==> config.mk <==
export PLATFORM = sky130hd
export DESIGN_NAME = iurm_regs
export DESIGN_NICKNAME = d
export VERILOG_FILES = /design/src/hw/iurm_regs.v
export VERILOG_INCLUDE_DIRS = /design/src /design/src/common
export SDC_FILE = /design/constraint.sdc
export NUM_CORES = 2
export LEC_CHECK = 0
export ABC_AREA = 1
export BUFFER_PORTS_ARGS = -buffer_cell sky130_fd_sc_hd__buf_2
export CELL_PAD_IN_SITES_DETAIL_PLACEMENT = 0
export CELL_PAD_IN_SITES_GLOBAL_PLACEMENT = 2
export CORE_ASPECT_RATIO = 1.2
export CORE_MARGIN = 4
export CORE_UTILIZATION = 42
export DETAILED_ROUTE_END_ITERATION = 8
export GPL_TIMING_DRIVEN = 1
export PLACE_DENSITY = 0.93
export RECOVER_POWER = 25
export SYNTH_ARGS = -nofsm -noshare
export SYNTH_HDL_FRONTEND = slang
export SYNTH_SLANG_ARGS = --single-unit
==> constraint.sdc <==
create_clock -name clk -period 12.7 [get_ports clk]
set_input_delay 2.54 -clock clk [delete_from_list [all_inputs] [get_ports clk]]
set_output_delay 2.54 -clock clk [all_outputs]
set_load 0.02 [all_outputs]
==> src/common/iurm_consts.vh <==
// Constants for the integer unit register model
// Function
// - Sixteen 32-bit general registers
// - Data registers take byte, word, long
// - Address registers take word, long only
// - User mode uses user stack
// - Master bit picks supervisor stack
// - Calls and returns hit active pointer; exception frames hit entry stack
// - Interrupt entry saves, clears master bit
// - Reset gives interrupt mode
// - Master bit changes by listed paths only
// - Privilege follows supervisor bit only
// - Exceptions push counter and status
// - Program counter steps or reloads
// - Five flags in status low byte
// - Status upper byte supervisor only
// - Vector address is base plus displacement
// - Space codes hold three bits
// - Independent cache enables, lines untouched
// - Reset clears cache control
`ifndef IURM_CONSTS_VH
`define IURM_CONSTS_VH
// ----------------------------
// Register byte offsets
// ----------------------------
`define IURM_OFF_DATA0 8'h00
`define IURM_OFF_ADDR0 8'h20
`define IURM_OFF_ADDR7 8'h3C
`define IURM_OFF_PRG 8'h40
`define IURM_OFF_STW 8'h44
`define IURM_OFF_UST 8'h48
`define IURM_OFF_IST 8'h4C
`define IURM_OFF_MST 8'h50
`define IURM_OFF_VTB 8'h54
`define IURM_OFF_SSC 8'h58
`define IURM_OFF_DSC 8'h5C
`define IURM_OFF_CEN 8'h60
`define IURM_OFF_CMD 8'h64
`define IURM_OFF_VECA 8'h68
`define IURM_OFF_FSR 8'h6C
`define IURM_OFF_FPC 8'h70
`define IURM_OFF_RET 8'h74
// ----------------------------
// Status word fields
// ----------------------------
`define IURM_ST_TH 15
`define IURM_ST_TL 14
`define IURM_ST_S 13
`define IURM_ST_M 12
`define IURM_ST_IPM_HI 10
`define IURM_ST_IPM_LO 8
`define IURM_ST_MASK 16'hF71F
`define IURM_ST_RESET 16'h2700
`define IURM_FLG_MASK 8'h1F
// ----------------------------
// Cache control and command fields
// ----------------------------
`define IURM_CEN_DE 31
`define IURM_CEN_IE 15
`define IURM_CEN_MASK 32'h8000_8000
`define IURM_CMD_EXC 0
`define IURM_CMD_INT 1
`define IURM_CMD_CALL 2
`define IURM_CMD_RET 3
`define IURM_CMD_STEP 4
`define IURM_FC_MASK 32'h0000_0007
`define IURM_FRAME_BYTES 32'h0000_0006
`define IURM_CALL_BYTES 32'h0000_0004
`define IURM_PC_STEP 32'h0000_0002
`define IURM_RESP_OKAY 2'b00
`define IURM_RESP_SLVERR 2'b10
`define IURM_RESP_DECERR 2'b11
`endif

==> src/hw/iurm_regs.v <==
// Integer unit register set behind an AXI4-Lite slave
//
// Local design decisions: the address map and register access over AXI4-Lite.
`timescale 1ns/1ps
`include "iurm_consts.vh"
module iurm_regs #(
  parameter AW = 8
) (
  // Clock and reset
  input wire clk,
  input wire sys_rst,
  // AXI4-Lite write address
  input wire s_axi_awvalid,
  output reg s_axi_awready,
  input wire [AW-1:0] s_axi_awaddr,
  // AXI4-Lite write data
  input wire s_axi_wvalid,
  output reg s_axi_wready,
  input wire [31:0] s_axi_wdata,
  input wire [3:0] s_axi_wstrb,
  // AXI4-Lite write response
  output reg s_axi_bvalid,
  input wire s_axi_bready,
  output reg [1:0] s_axi_bresp,
  // AXI4-Lite read address
  input wire s_axi_arvalid,
  output reg s_axi_arready,
  input wire [AW-1:0] s_axi_araddr,
  // AXI4-Lite read data
  output reg s_axi_rvalid,
  input wire s_axi_rready,
  output reg [31:0] s_axi_rdata,
  output reg [1:0] s_axi_rresp,
  // Mode and cache enables for the rest of the core
  output reg supervisor_mode,
  output reg master_mode,
  output reg [1:0] trace_mode,
  output reg inst_cache_en,
  output reg data_cache_en
);

  // ------------------------------------------------------------
  // Helpers
  // ------------------------------------------------------------
  // Byte-lane merge of a write into an old word
  function [31:0] lane_merge;
    input [31:0] old;
    input [31:0] nw;
    input [3:0] strb;
    integer k;
    begin
      lane_merge = old;
      for (k = 0; k < 4; k = k + 1) begin
        if (strb[k]) begin
          lane_merge[k*8 +: 8] = nw[k*8 +: 8];
        end
      end
    end
  endfunction

  // Stack selector: 0 user, 1 interrupt, 2 master
  function [1:0] sp_sel;
    input s;
    input m;
    begin
      if (!s) begin
        sp_sel = 2'd0;
      end else if (m) begin
        sp_sel = 2'd2;
      end else begin
        sp_sel = 2'd1;
      end
    end
  endfunction

  // ------------------------------------------------------------
  // Architectural state
  // ------------------------------------------------------------
  reg [31:0] data_regs_ff [0:7]; // Data registers
  reg [31:0] addr_regs_ff [0:6]; // Address registers below A7
  reg [31:0] user_stack_ptr_ff; // User stack
  reg [31:0] interrupt_stack_ptr_ff; // Interrupt stack
  reg [31:0] master_stack_ptr_ff; // Master stack
  reg [31:0] program_counter_ff; // Current instruction address
  reg [15:0] processor_status_word_ff; // Status word with flags
  reg [31:0] vector_table_base_ff; // Vector table base
  reg [2:0] source_space_code_ff; // Source space code
  reg [2:0] destination_space_code_ff; // Destination space code
  reg [31:0] cache_enable_control_ff; // Cache enables
  reg [31:0] vec_addr_ff; // Last vector fetch address
  reg [15:0] frame_sr_ff; // Status word pushed on entry
  reg [31:0] frame_pc_ff; // Counter pushed on entry
  reg [31:0] ret_pc_ff; // Counter pushed by a call

  // Bus holding state
  reg aw_got_ff; // Write address held
  reg w_got_ff; // Write data held
  reg [AW-1:0] awaddr_ff;
  reg [31:0] wdata_ff;
  reg [3:0] wstrb_ff;

  // ------------------------------------------------------------
  // Active stack pointer
  // ------------------------------------------------------------
  // Mux straight off the status bits, so no copy can go stale
  wire cur_s = processor_status_word_ff[`IURM_ST_S];
  wire cur_m = processor_status_word_ff[`IURM_ST_M];
  wire [1:0] act_sel = sp_sel(cur_s, cur_m);
  reg [31:0] act_sp;

  // Active pointer value for A7, calls and returns; exception frames use ent_sp
  always @* begin
    case (act_sel)
      2'd0: act_sp = user_stack_ptr_ff;
      2'd1: act_sp = interrupt_stack_ptr_ff;
      2'd2: act_sp = master_stack_ptr_ff;
      default: act_sp = user_stack_ptr_ff;
    endcase
  end

  // ------------------------------------------------------------
  // Write decode
  // ------------------------------------------------------------
  wire wr_fire = aw_got_ff & w_got_ff & ~s_axi_bvalid;
  wire [7:0] woff = {awaddr_ff[7:2], 2'b00};
  wire w_long = (wstrb_ff == 4'b1111);
  wire w_word = (wstrb_ff == 4'b0011);
  wire [31:0] w_sext = {{16{wdata_ff[15]}}, wdata_ff[15:0]};
  // Address registers take words sign-extended or longs only
  wire [31:0] w_addr = w_long ? wdata_ff : w_sext;
  wire w_addr_ok = w_long | w_word;
  wire w_priv = (woff >= `IURM_OFF_UST) && (woff <= `IURM_OFF_CEN);
  reg [1:0] w_resp; // Response for the current write

  // Decide the write response
  always @* begin
    w_resp = `IURM_RESP_OKAY;
    if (woff > `IURM_OFF_CMD) begin
      w_resp = `IURM_RESP_DECERR; // Unmapped or read-only
    end else if (w_priv && !cur_s) begin
      w_resp = `IURM_RESP_SLVERR;
    end else if (woff == `IURM_OFF_STW && wstrb_ff[1] && !cur_s) begin
      w_resp = `IURM_RESP_SLVERR;
    end else if (woff == `IURM_OFF_CMD && wdata_ff[`IURM_CMD_RET] && !cur_s) begin
      w_resp = `IURM_RESP_SLVERR;
    end else if (woff >= `IURM_OFF_ADDR0 && woff <= `IURM_OFF_ADDR7 && !w_addr_ok) begin
      w_resp = `IURM_RESP_SLVERR;
    end else if ((woff == `IURM_OFF_PRG || w_priv) && !w_long && woff != `IURM_OFF_STW) begin
      w_resp = `IURM_RESP_SLVERR; // Control words move as longs
    end
  end

  wire w_do = wr_fire && (w_resp == `IURM_RESP_OKAY);
  // Status lanes merged; only the low half is kept
  wire [31:0] sr_merge = lane_merge({16'h0, processor_status_word_ff}, wdata_ff, wstrb_ff);

  // ------------------------------------------------------------
  // Command decode
  // ------------------------------------------------------------
  wire cmd_go = w_do && (woff == `IURM_OFF_CMD);
  wire c_exc = cmd_go & wdata_ff[`IURM_CMD_EXC];
  wire c_int = c_exc & wdata_ff[`IURM_CMD_INT];
  wire c_call = cmd_go & wdata_ff[`IURM_CMD_CALL] & ~c_exc;
  wire c_ret = cmd_go & wdata_ff[`IURM_CMD_RET] & ~c_exc & ~c_call;
  wire c_step = cmd_go & wdata_ff[`IURM_CMD_STEP] & ~c_exc & ~c_ret;
  // Entry status: supervisor, no trace, master cleared for interrupts
  wire ent_m = c_int ? 1'b0 : cur_m;
  wire [1:0] ent_sel = sp_sel(1'b1, ent_m);
  reg [31:0] ent_sp; // Supervisor stack taking the frame

  // Pick the stack the exception frame lands on
  always @* begin
    if (ent_sel == 2'd2) begin
      ent_sp = master_stack_ptr_ff;
    end else begin
      ent_sp = interrupt_stack_ptr_ff;
    end
  end

  // ------------------------------------------------------------
  // Register file update
  // ------------------------------------------------------------
  integer i;
  // Writes, commands and reset
  always @(posedge clk) begin
    if (sys_rst) begin
      for (i = 0; i < 8; i = i + 1) begin
        data_regs_ff[i] <= 32'h0000_0000;
      end
      for (i = 0; i < 7; i = i + 1) begin
        addr_regs_ff[i] <= 32'h0000_0000;
      end
      user_stack_ptr_ff <= 32'h0000_0000;
      interrupt_stack_ptr_ff <= 32'h0000_0000;
      master_stack_ptr_ff <= 32'h0000_0000;
      program_counter_ff <= 32'h0000_0000;
      processor_status_word_ff <= `IURM_ST_RESET;
      vector_table_base_ff <= 32'h0000_0000;
      source_space_code_ff <= 3'h0;
      destination_space_code_ff <= 3'h0;
      cache_enable_control_ff <= 32'h0000_0000;
      vec_addr_ff <= 32'h0000_0000;
      frame_sr_ff <= 16'h0000;
      frame_pc_ff <= 32'h0000_0000;
      ret_pc_ff <= 32'h0000_0000;
    end else if (c_exc) begin
      // Push status and counter, master bit saved in the frame
      frame_sr_ff <= processor_status_word_ff;
      frame_pc_ff <= program_counter_ff;
      processor_status_word_ff[`IURM_ST_TH] <= 1'b0;
      processor_status_word_ff[`IURM_ST_TL] <= 1'b0;
      processor_status_word_ff[`IURM_ST_S] <= 1'b1;
      processor_status_word_ff[`IURM_ST_M] <= ent_m;
      if (ent_sel == 2'd2) begin
        master_stack_ptr_ff <= ent_sp - `IURM_FRAME_BYTES;
      end else begin
        interrupt_stack_ptr_ff <= ent_sp - `IURM_FRAME_BYTES;
      end
      // Vector slot is four bytes per vector number
      vec_addr_ff <= vector_table_base_ff + {22'h0, wdata_ff[15:8], 2'b00};
    end else if (c_call || c_ret) begin
      // Calls push the counter only; return pops the whole frame
      if (c_call) begin
        ret_pc_ff <= program_counter_ff;
      end else begin
        program_counter_ff <= frame_pc_ff;
        processor_status_word_ff <= frame_sr_ff & `IURM_ST_MASK;
      end
      case (act_sel)
        2'd0: user_stack_ptr_ff <= c_call ? act_sp - `IURM_CALL_BYTES :
                                   act_sp + `IURM_FRAME_BYTES;
        2'd1: interrupt_stack_ptr_ff <= c_call ? act_sp - `IURM_CALL_BYTES :
                                        act_sp + `IURM_FRAME_BYTES;
        default: master_stack_ptr_ff <= c_call ? act_sp - `IURM_CALL_BYTES :
                                        act_sp + `IURM_FRAME_BYTES;
      endcase
    end else if (c_step) begin
      program_counter_ff <= program_counter_ff + `IURM_PC_STEP;
    end else if (w_do) begin
      if (woff < `IURM_OFF_ADDR0) begin
        // Data registers: any byte, word or long lane set
        data_regs_ff[woff[4:2]] <= lane_merge(data_regs_ff[woff[4:2]],
                                              wdata_ff, wstrb_ff);
      end else if (woff < `IURM_OFF_ADDR7) begin
        addr_regs_ff[woff[4:2]] <= w_addr;
      end else begin
        case (woff)
          `IURM_OFF_ADDR7: begin
            // A7 writes land on whichever pointer is active
            case (act_sel)
              2'd0: user_stack_ptr_ff <= w_addr;
              2'd1: interrupt_stack_ptr_ff <= w_addr;
              default: master_stack_ptr_ff <= w_addr;
            endcase
          end
          `IURM_OFF_PRG: program_counter_ff <= wdata_ff;
          `IURM_OFF_STW: begin
            // Whole-word load or flag-byte update
            processor_status_word_ff <= sr_merge[15:0] & `IURM_ST_MASK;
          end
          `IURM_OFF_UST: user_stack_ptr_ff <= wdata_ff;
          `IURM_OFF_IST: interrupt_stack_ptr_ff <= wdata_ff;
          `IURM_OFF_MST: master_stack_ptr_ff <= wdata_ff;
          `IURM_OFF_VTB: vector_table_base_ff <= wdata_ff;
          `IURM_OFF_SSC: source_space_code_ff <= wdata_ff[2:0];
          `IURM_OFF_DSC: destination_space_code_ff <= wdata_ff[2:0];
          // Enables only; no line is touched here
          `IURM_OFF_CEN: cache_enable_control_ff <= wdata_ff & `IURM_CEN_MASK;
          default: begin
          end
        endcase
      end
    end
  end

  // ------------------------------------------------------------
  // Mode outputs
  // ------------------------------------------------------------
  // Registered copies, one cycle behind
  always @(posedge clk) begin
    if (sys_rst) begin
      supervisor_mode <= 1'b0;
      master_mode <= 1'b0;
      trace_mode <= 2'b00;
      inst_cache_en <= 1'b0;
      data_cache_en <= 1'b0;
    end else begin
      supervisor_mode <= cur_s;
      master_mode <= cur_m;
      trace_mode <= processor_status_word_ff[`IURM_ST_TH:`IURM_ST_TL];
      inst_cache_en <= cache_enable_control_ff[`IURM_CEN_IE];
      data_cache_en <= cache_enable_control_ff[`IURM_CEN_DE];
    end
  end

  // ------------------------------------------------------------
  // AXI4-Lite write channels
  // ------------------------------------------------------------
  // Address and data are taken in either order, then answered
  always @(posedge clk) begin
    if (sys_rst) begin
      aw_got_ff <= 1'b0;
      w_got_ff <= 1'b0;
      awaddr_ff <= {AW{1'b0}};
      wdata_ff <= 32'h0000_0000;
      wstrb_ff <= 4'h0;
      s_axi_awready <= 1'b0;
      s_axi_wready <= 1'b0;
      s_axi_bvalid <= 1'b0;
      s_axi_bresp <= `IURM_RESP_OKAY;
    end else begin
      s_axi_awready <= ~aw_got_ff & ~(s_axi_awvalid & s_axi_awready);
      s_axi_wready <= ~w_got_ff & ~(s_axi_wvalid & s_axi_wready);
      if (s_axi_awvalid && s_axi_awready) begin
        aw_got_ff <= 1'b1;
        awaddr_ff <= s_axi_awaddr;
      end
      if (s_axi_wvalid && s_axi_wready) begin
        w_got_ff <= 1'b1;
        wdata_ff <= s_axi_wdata;
        wstrb_ff <= s_axi_wstrb;
      end
      if (wr_fire) begin
        // Response goes out on the same edge as the write acts
        s_axi_bvalid <= 1'b1;
        s_axi_bresp <= w_resp;
      end else if (s_axi_bvalid && s_axi_bready) begin
        s_axi_bvalid <= 1'b0;
        aw_got_ff <= 1'b0;
        w_got_ff <= 1'b0;
      end
    end
  end

  // ------------------------------------------------------------
  // AXI4-Lite read channels
  // ------------------------------------------------------------
  wire [7:0] roff = {s_axi_araddr[7:2], 2'b00};
  wire r_priv = (roff >= `IURM_OFF_UST) && (roff <= `IURM_OFF_CEN);
  reg [31:0] r_val; // Value for the addressed register
  reg [1:0] r_resp; // Response for the addressed register

  // Read mux; reserved bits read as zero
  always @* begin
    r_val = 32'h0000_0000;
    r_resp = `IURM_RESP_OKAY;
    if (roff < `IURM_OFF_ADDR0) begin
      r_val = data_regs_ff[roff[4:2]];
    end else if (roff < `IURM_OFF_ADDR7) begin
      r_val = addr_regs_ff[roff[4:2]];
    end else if (r_priv && !cur_s) begin
      r_resp = `IURM_RESP_SLVERR;
    end else begin
      case (roff)
        `IURM_OFF_ADDR7: r_val = act_sp;
        `IURM_OFF_PRG: r_val = program_counter_ff;
        // User mode sees only the flag byte
        `IURM_OFF_STW: r_val = cur_s ? {16'h0, processor_status_word_ff} :
                               {24'h0, processor_status_word_ff[7:0]};
        `IURM_OFF_UST: r_val = user_stack_ptr_ff;
        `IURM_OFF_IST: r_val = interrupt_stack_ptr_ff;
        `IURM_OFF_MST: r_val = master_stack_ptr_ff;
        `IURM_OFF_VTB: r_val = vector_table_base_ff;
        `IURM_OFF_SSC: r_val = {29'h0, source_space_code_ff};
        `IURM_OFF_DSC: r_val = {29'h0, destination_space_code_ff};
        `IURM_OFF_CEN: r_val = cache_enable_control_ff;
        `IURM_OFF_CMD: r_val = 32'h0000_0000;
        `IURM_OFF_VECA: r_val = vec_addr_ff;
        `IURM_OFF_FSR: r_val = {16'h0, frame_sr_ff};
        `IURM_OFF_FPC: r_val = frame_pc_ff;
        `IURM_OFF_RET: r_val = ret_pc_ff;
        default: r_resp = `IURM_RESP_DECERR;
      endcase
    end
  end

  // One read at a time, answered the cycle after it is taken
  always @(posedge clk) begin
    if (sys_rst) begin
      s_axi_arready <= 1'b0;
      s_axi_rvalid <= 1'b0;
      s_axi_rdata <= 32'h0000_0000;
      s_axi_rresp <= `IURM_RESP_OKAY;
    end else begin
      s_axi_arready <= ~s_axi_rvalid & ~(s_axi_arvalid & s_axi_arready);
      if (s_axi_arvalid && s_axi_arready) begin
        s_axi_rvalid <= 1'b1;
        s_axi_rdata <= r_val;
        s_axi_rresp <= r_resp;
      end else if (s_axi_rvalid && s_axi_rready) begin
        s_axi_rvalid <= 1'b0;
      end
    end
  end

endmodule
==> results by group <==
Clocking
  • Clk root buf: clkbuf_16
  • H-tree depth: 3
  • Clock Latency Late Sink: 0.68 ns
  • TritonCTS clock tree: yes
  • CTS resizes: 0
  • Post-CTS setup buffer count: 0
  • Post-CTS Hold Fix Bufs: 0
  • Clock tree buffer depth: 3
  • CTS buffer count: 92
  • Clock Sinks: 891
  • Clock Pin Slew Worst Setup and Hold Paths: 0.06 ns

Critical path
  • Worst Path Buf+Inv: 4
  • Worst path max stage delay: 2.36 ns
  • Crit path kind: in2reg
  • Startpoint class of the critical path: primary input
  • Arrival time at the worst endpoint: 8.48 ns
  • Crit-path max FO: 80
  • CP dominant cell by count: clkbuf_1
  • Crit end category: flop
  • Crit-path cells: clkbuf_1, inv_8, clkbuf_1, buf_4, o21ai_0, a21oi_1
  • Worst path top cell family by delay: buffers and inverters
  • Slowest CP cell: clkbuf_1
  • Critical Path RT: 13.29 ns

Layout
  • Final Non-Filler Cells: 6,653
  • Fraction of layout cells with a size suffix above 1: 0.0682
  • Design area: 0.0484 mm2
  • Fin nets: 5,272
  • FILL cells: 10.1k
  • Synthesis-to-finish area growth: 11.1%

Global route
  • Pin count of the biggest net entering global routing: 87
  • Remaining Overflow, GRT: 0
  • Initial antenna violation count: 4
  • Gr usage total: 0.304
  • Vias in the first global route: 37.4k
  • First-pass GRT wire length: 248,000 um

Synth
  • Post-synthesis register bit count: 891
  • Synth Area in Simple Gates: 0.193
  • Main synth FF type: edfxtp_1
  • Share of the synthesized area in the top cell type: 0.330
  • Synth top area cells: edfxtp_1 (33%), dfxtp_1 (19%), nand2_1 (6.8%), nor2_1 (6.6%), a21oi_1 (4.6%)
  • Cell taking the most area after synthesis: edfxtp_1
  • Multiplexer share of the synthesized area: 0.000229
  • Count leader, synth: nand2_1
  • Post-synth top cells: nand2_1 (786), nor2_1 (767), edfxtp_1 (480)
  • Synth Area in Compound Gates: 0.195
  • Yosys warning count: 0
  • Combinational family with the most area after synthesis: compound AO/OA/AOI/OAI gates
  • Distinct cells, synth: 58
  • Sequential fraction of the synthesis area: 0.519
  • Mean Syn Cell Area: 8.38 um2
  • Cells after synthesis: 5,202
  • Post-synthesis xor/xnor area fraction: 0.0177
  • Post-synth EDFFs: 480
  • FFs w/ async S/R, synth: 0
  • Synth Area in Adders: 0.00447
  • Mapped Area: 0.0436 mm2

Routing
  • Routed wire length: 171,000 um
  • Starting DRC count in detailed routing: 5,034
  • WL per Instance: 25.7 um
  • Post-DRT Antenna Nets: 0
  • Vias/cell: 5.99
  • Via Count: 39.8k
  • DRC Markers: 0
  • 1st-pass router iterations: 7

Placed design
  • Placed Cells: 6,479
  • Count of input and output buffers: 101
  • Post-DP Area: 0.0455 mm2
  • HPWL after detailed placement: 117,000 um
  • Routability Congestion: 0.978

Timing
  • Worst Tran Pin Value: 3.28 ns
  • Crit path time final: 7.88 ns
  • Setup TNS: 0 ns
  • Final Max Tran Viols: 411
  • Finish-stage setup viols: 0
  • Max_slew headroom: -1.19
  • WHS: 0.448 ns
  • Clk_skew: 0.0372 ns
  • Setup repair after global routing missed its margin: false
  • Final hold vios: 0
  • Fin crit share: 0.621
  • Max Clock Freq: 0.127 GHz

Die
  • Die Area: 0.109 mm2
  • Die Y: 361 um
  • I/O Pins: 106
  • Initial Util: 0.423
  • Core Rows: 129
  • Die Wd: 302 um
  • Core ar.: 0.103 mm2

Pwr
  • Worst VDD drop: 0.000122 V
  • Pwr Density: 131 mW/mm2
  • Leak: 18.2 nW

Status
  • Failing checks: capacitance limit, slew limit
  • Status: finished, violations left

Flow run
  • Maximum capacitance violations: 12

Hold path
  • HP Class: reg2reg
[metrics by stage]
stage                     total power, mW  utilization  worst slack [ns]
after floorplan                      3.41            -              7.62
after global placement               3.59        0.441              5.71
after CTS                            6.35        0.471              6.44
after global routing                 6.50        0.470              4.56
final                                6.33        0.470              4.82
after detailed placement             3.60        0.441              5.73
[metal layers]
layer  routed length, um  GRT usage  vias to the layer above  part of all wire
met5                  13          0                        -          0.000076
met4                9590      0.145                        2             0.056
met3               15200     0.0475                      384             0.089
met2               78700      0.485                     2089              0.46
met1               67800      0.405                    19300              0.40
li1                    -          -                    18100                 -
[tightest hold or removal path, stage by stage (launching register included)]
cell and delay [ns]:
dfxtp_1 0.31, inv_1 0.05, a21oi_1 0.05
[cell usage in the layout (no fill, tap or decap), types with 122 or more instances in the layout]
| cell | instances |
|---|---|
| nand3_1 | 298 |
| edfxtp_1 | 480 |
| o22ai_1 | 122 |
| nand2_1 | 783 |
| inv_1 | 441 |
| a21oi_1 | 399 |
| nor2_1 | 760 |
| a22oi_1 | 250 |
| o21ai_0 | 362 |
| dfxtp_1 | 411 |
[state kept, by name, summed over array words and instances, names as in the netlist, 32 cells and up]
signal	cells
frame_pc_ff	32
program_counter_ff	32
interrupt_stack_ptr_ff	32
addr_regs_ff	256
s_axi_rdata	32
user_stack_ptr_ff	32
vector_table_base_ff	32
master_stack_ptr_ff	32
wdata_ff	32
vec_addr_ff	32
data_regs_ff	256
ret_pc_ff	32
[power breakdown]
group | internal (mW) | leakage (nW) | switching (mW)
combinational | 0.0908 | 8.45 | 0.318
clock | 1.57 | 1.52 | 1.22
sequential | 3.10 | 8.27 | 0.0399
[cells by family (layout without fill, tap and decap cells)]
family	after synthesis	in the layout
compound gates	1400	1400
xor+xnor	88	88
fa+ha+maj	15	15
buf+inv	794	838
flops	891	891
mux	1	1
other cells	1	33
simple gates	2012	2012
[worst paths after layout]
kind | start | to | slack (ns) | depth (start not counted)
max reg2reg | processor_status_word_ff[13]$_SDFFE_PP1P_ | user_stack_ptr_ff[15]$_SDFFE_PP0P_ | 6.93 | 21
max | sys_rst | ret_pc_ff[28]$_SDFFE_PP0P_ | 4.82 | 6
min reg2reg | addr_regs_ff[6][22]$_SDFFE_PP0P_ | addr_regs_ff[6][22]$_SDFFE_PP0P_ | 0.45 | 2
min | addr_regs_ff[6][22]$_SDFFE_PP0P_ | addr_regs_ff[6][22]$_SDFFE_PP0P_ | 0.45 | 2
[area by class of cell]
type | instances | area (um2) | area share
inverter | 473 | 1790 | 0.0370
antenna | 1 | 2.50 | 0.0000517
clock inverter | 47 | 518 | 0.0107
multi-input combinational | 3548 | 18100 | 0.373
sequential | 891 | 22600 | 0.467
tap | 1375 | 1720 | 0.0355
timing repair buffer | 192 | 1100 | 0.0227
clock buffer | 126 | 2590 | 0.0535
No activity file was read; power rests on OpenSTA's default activity.
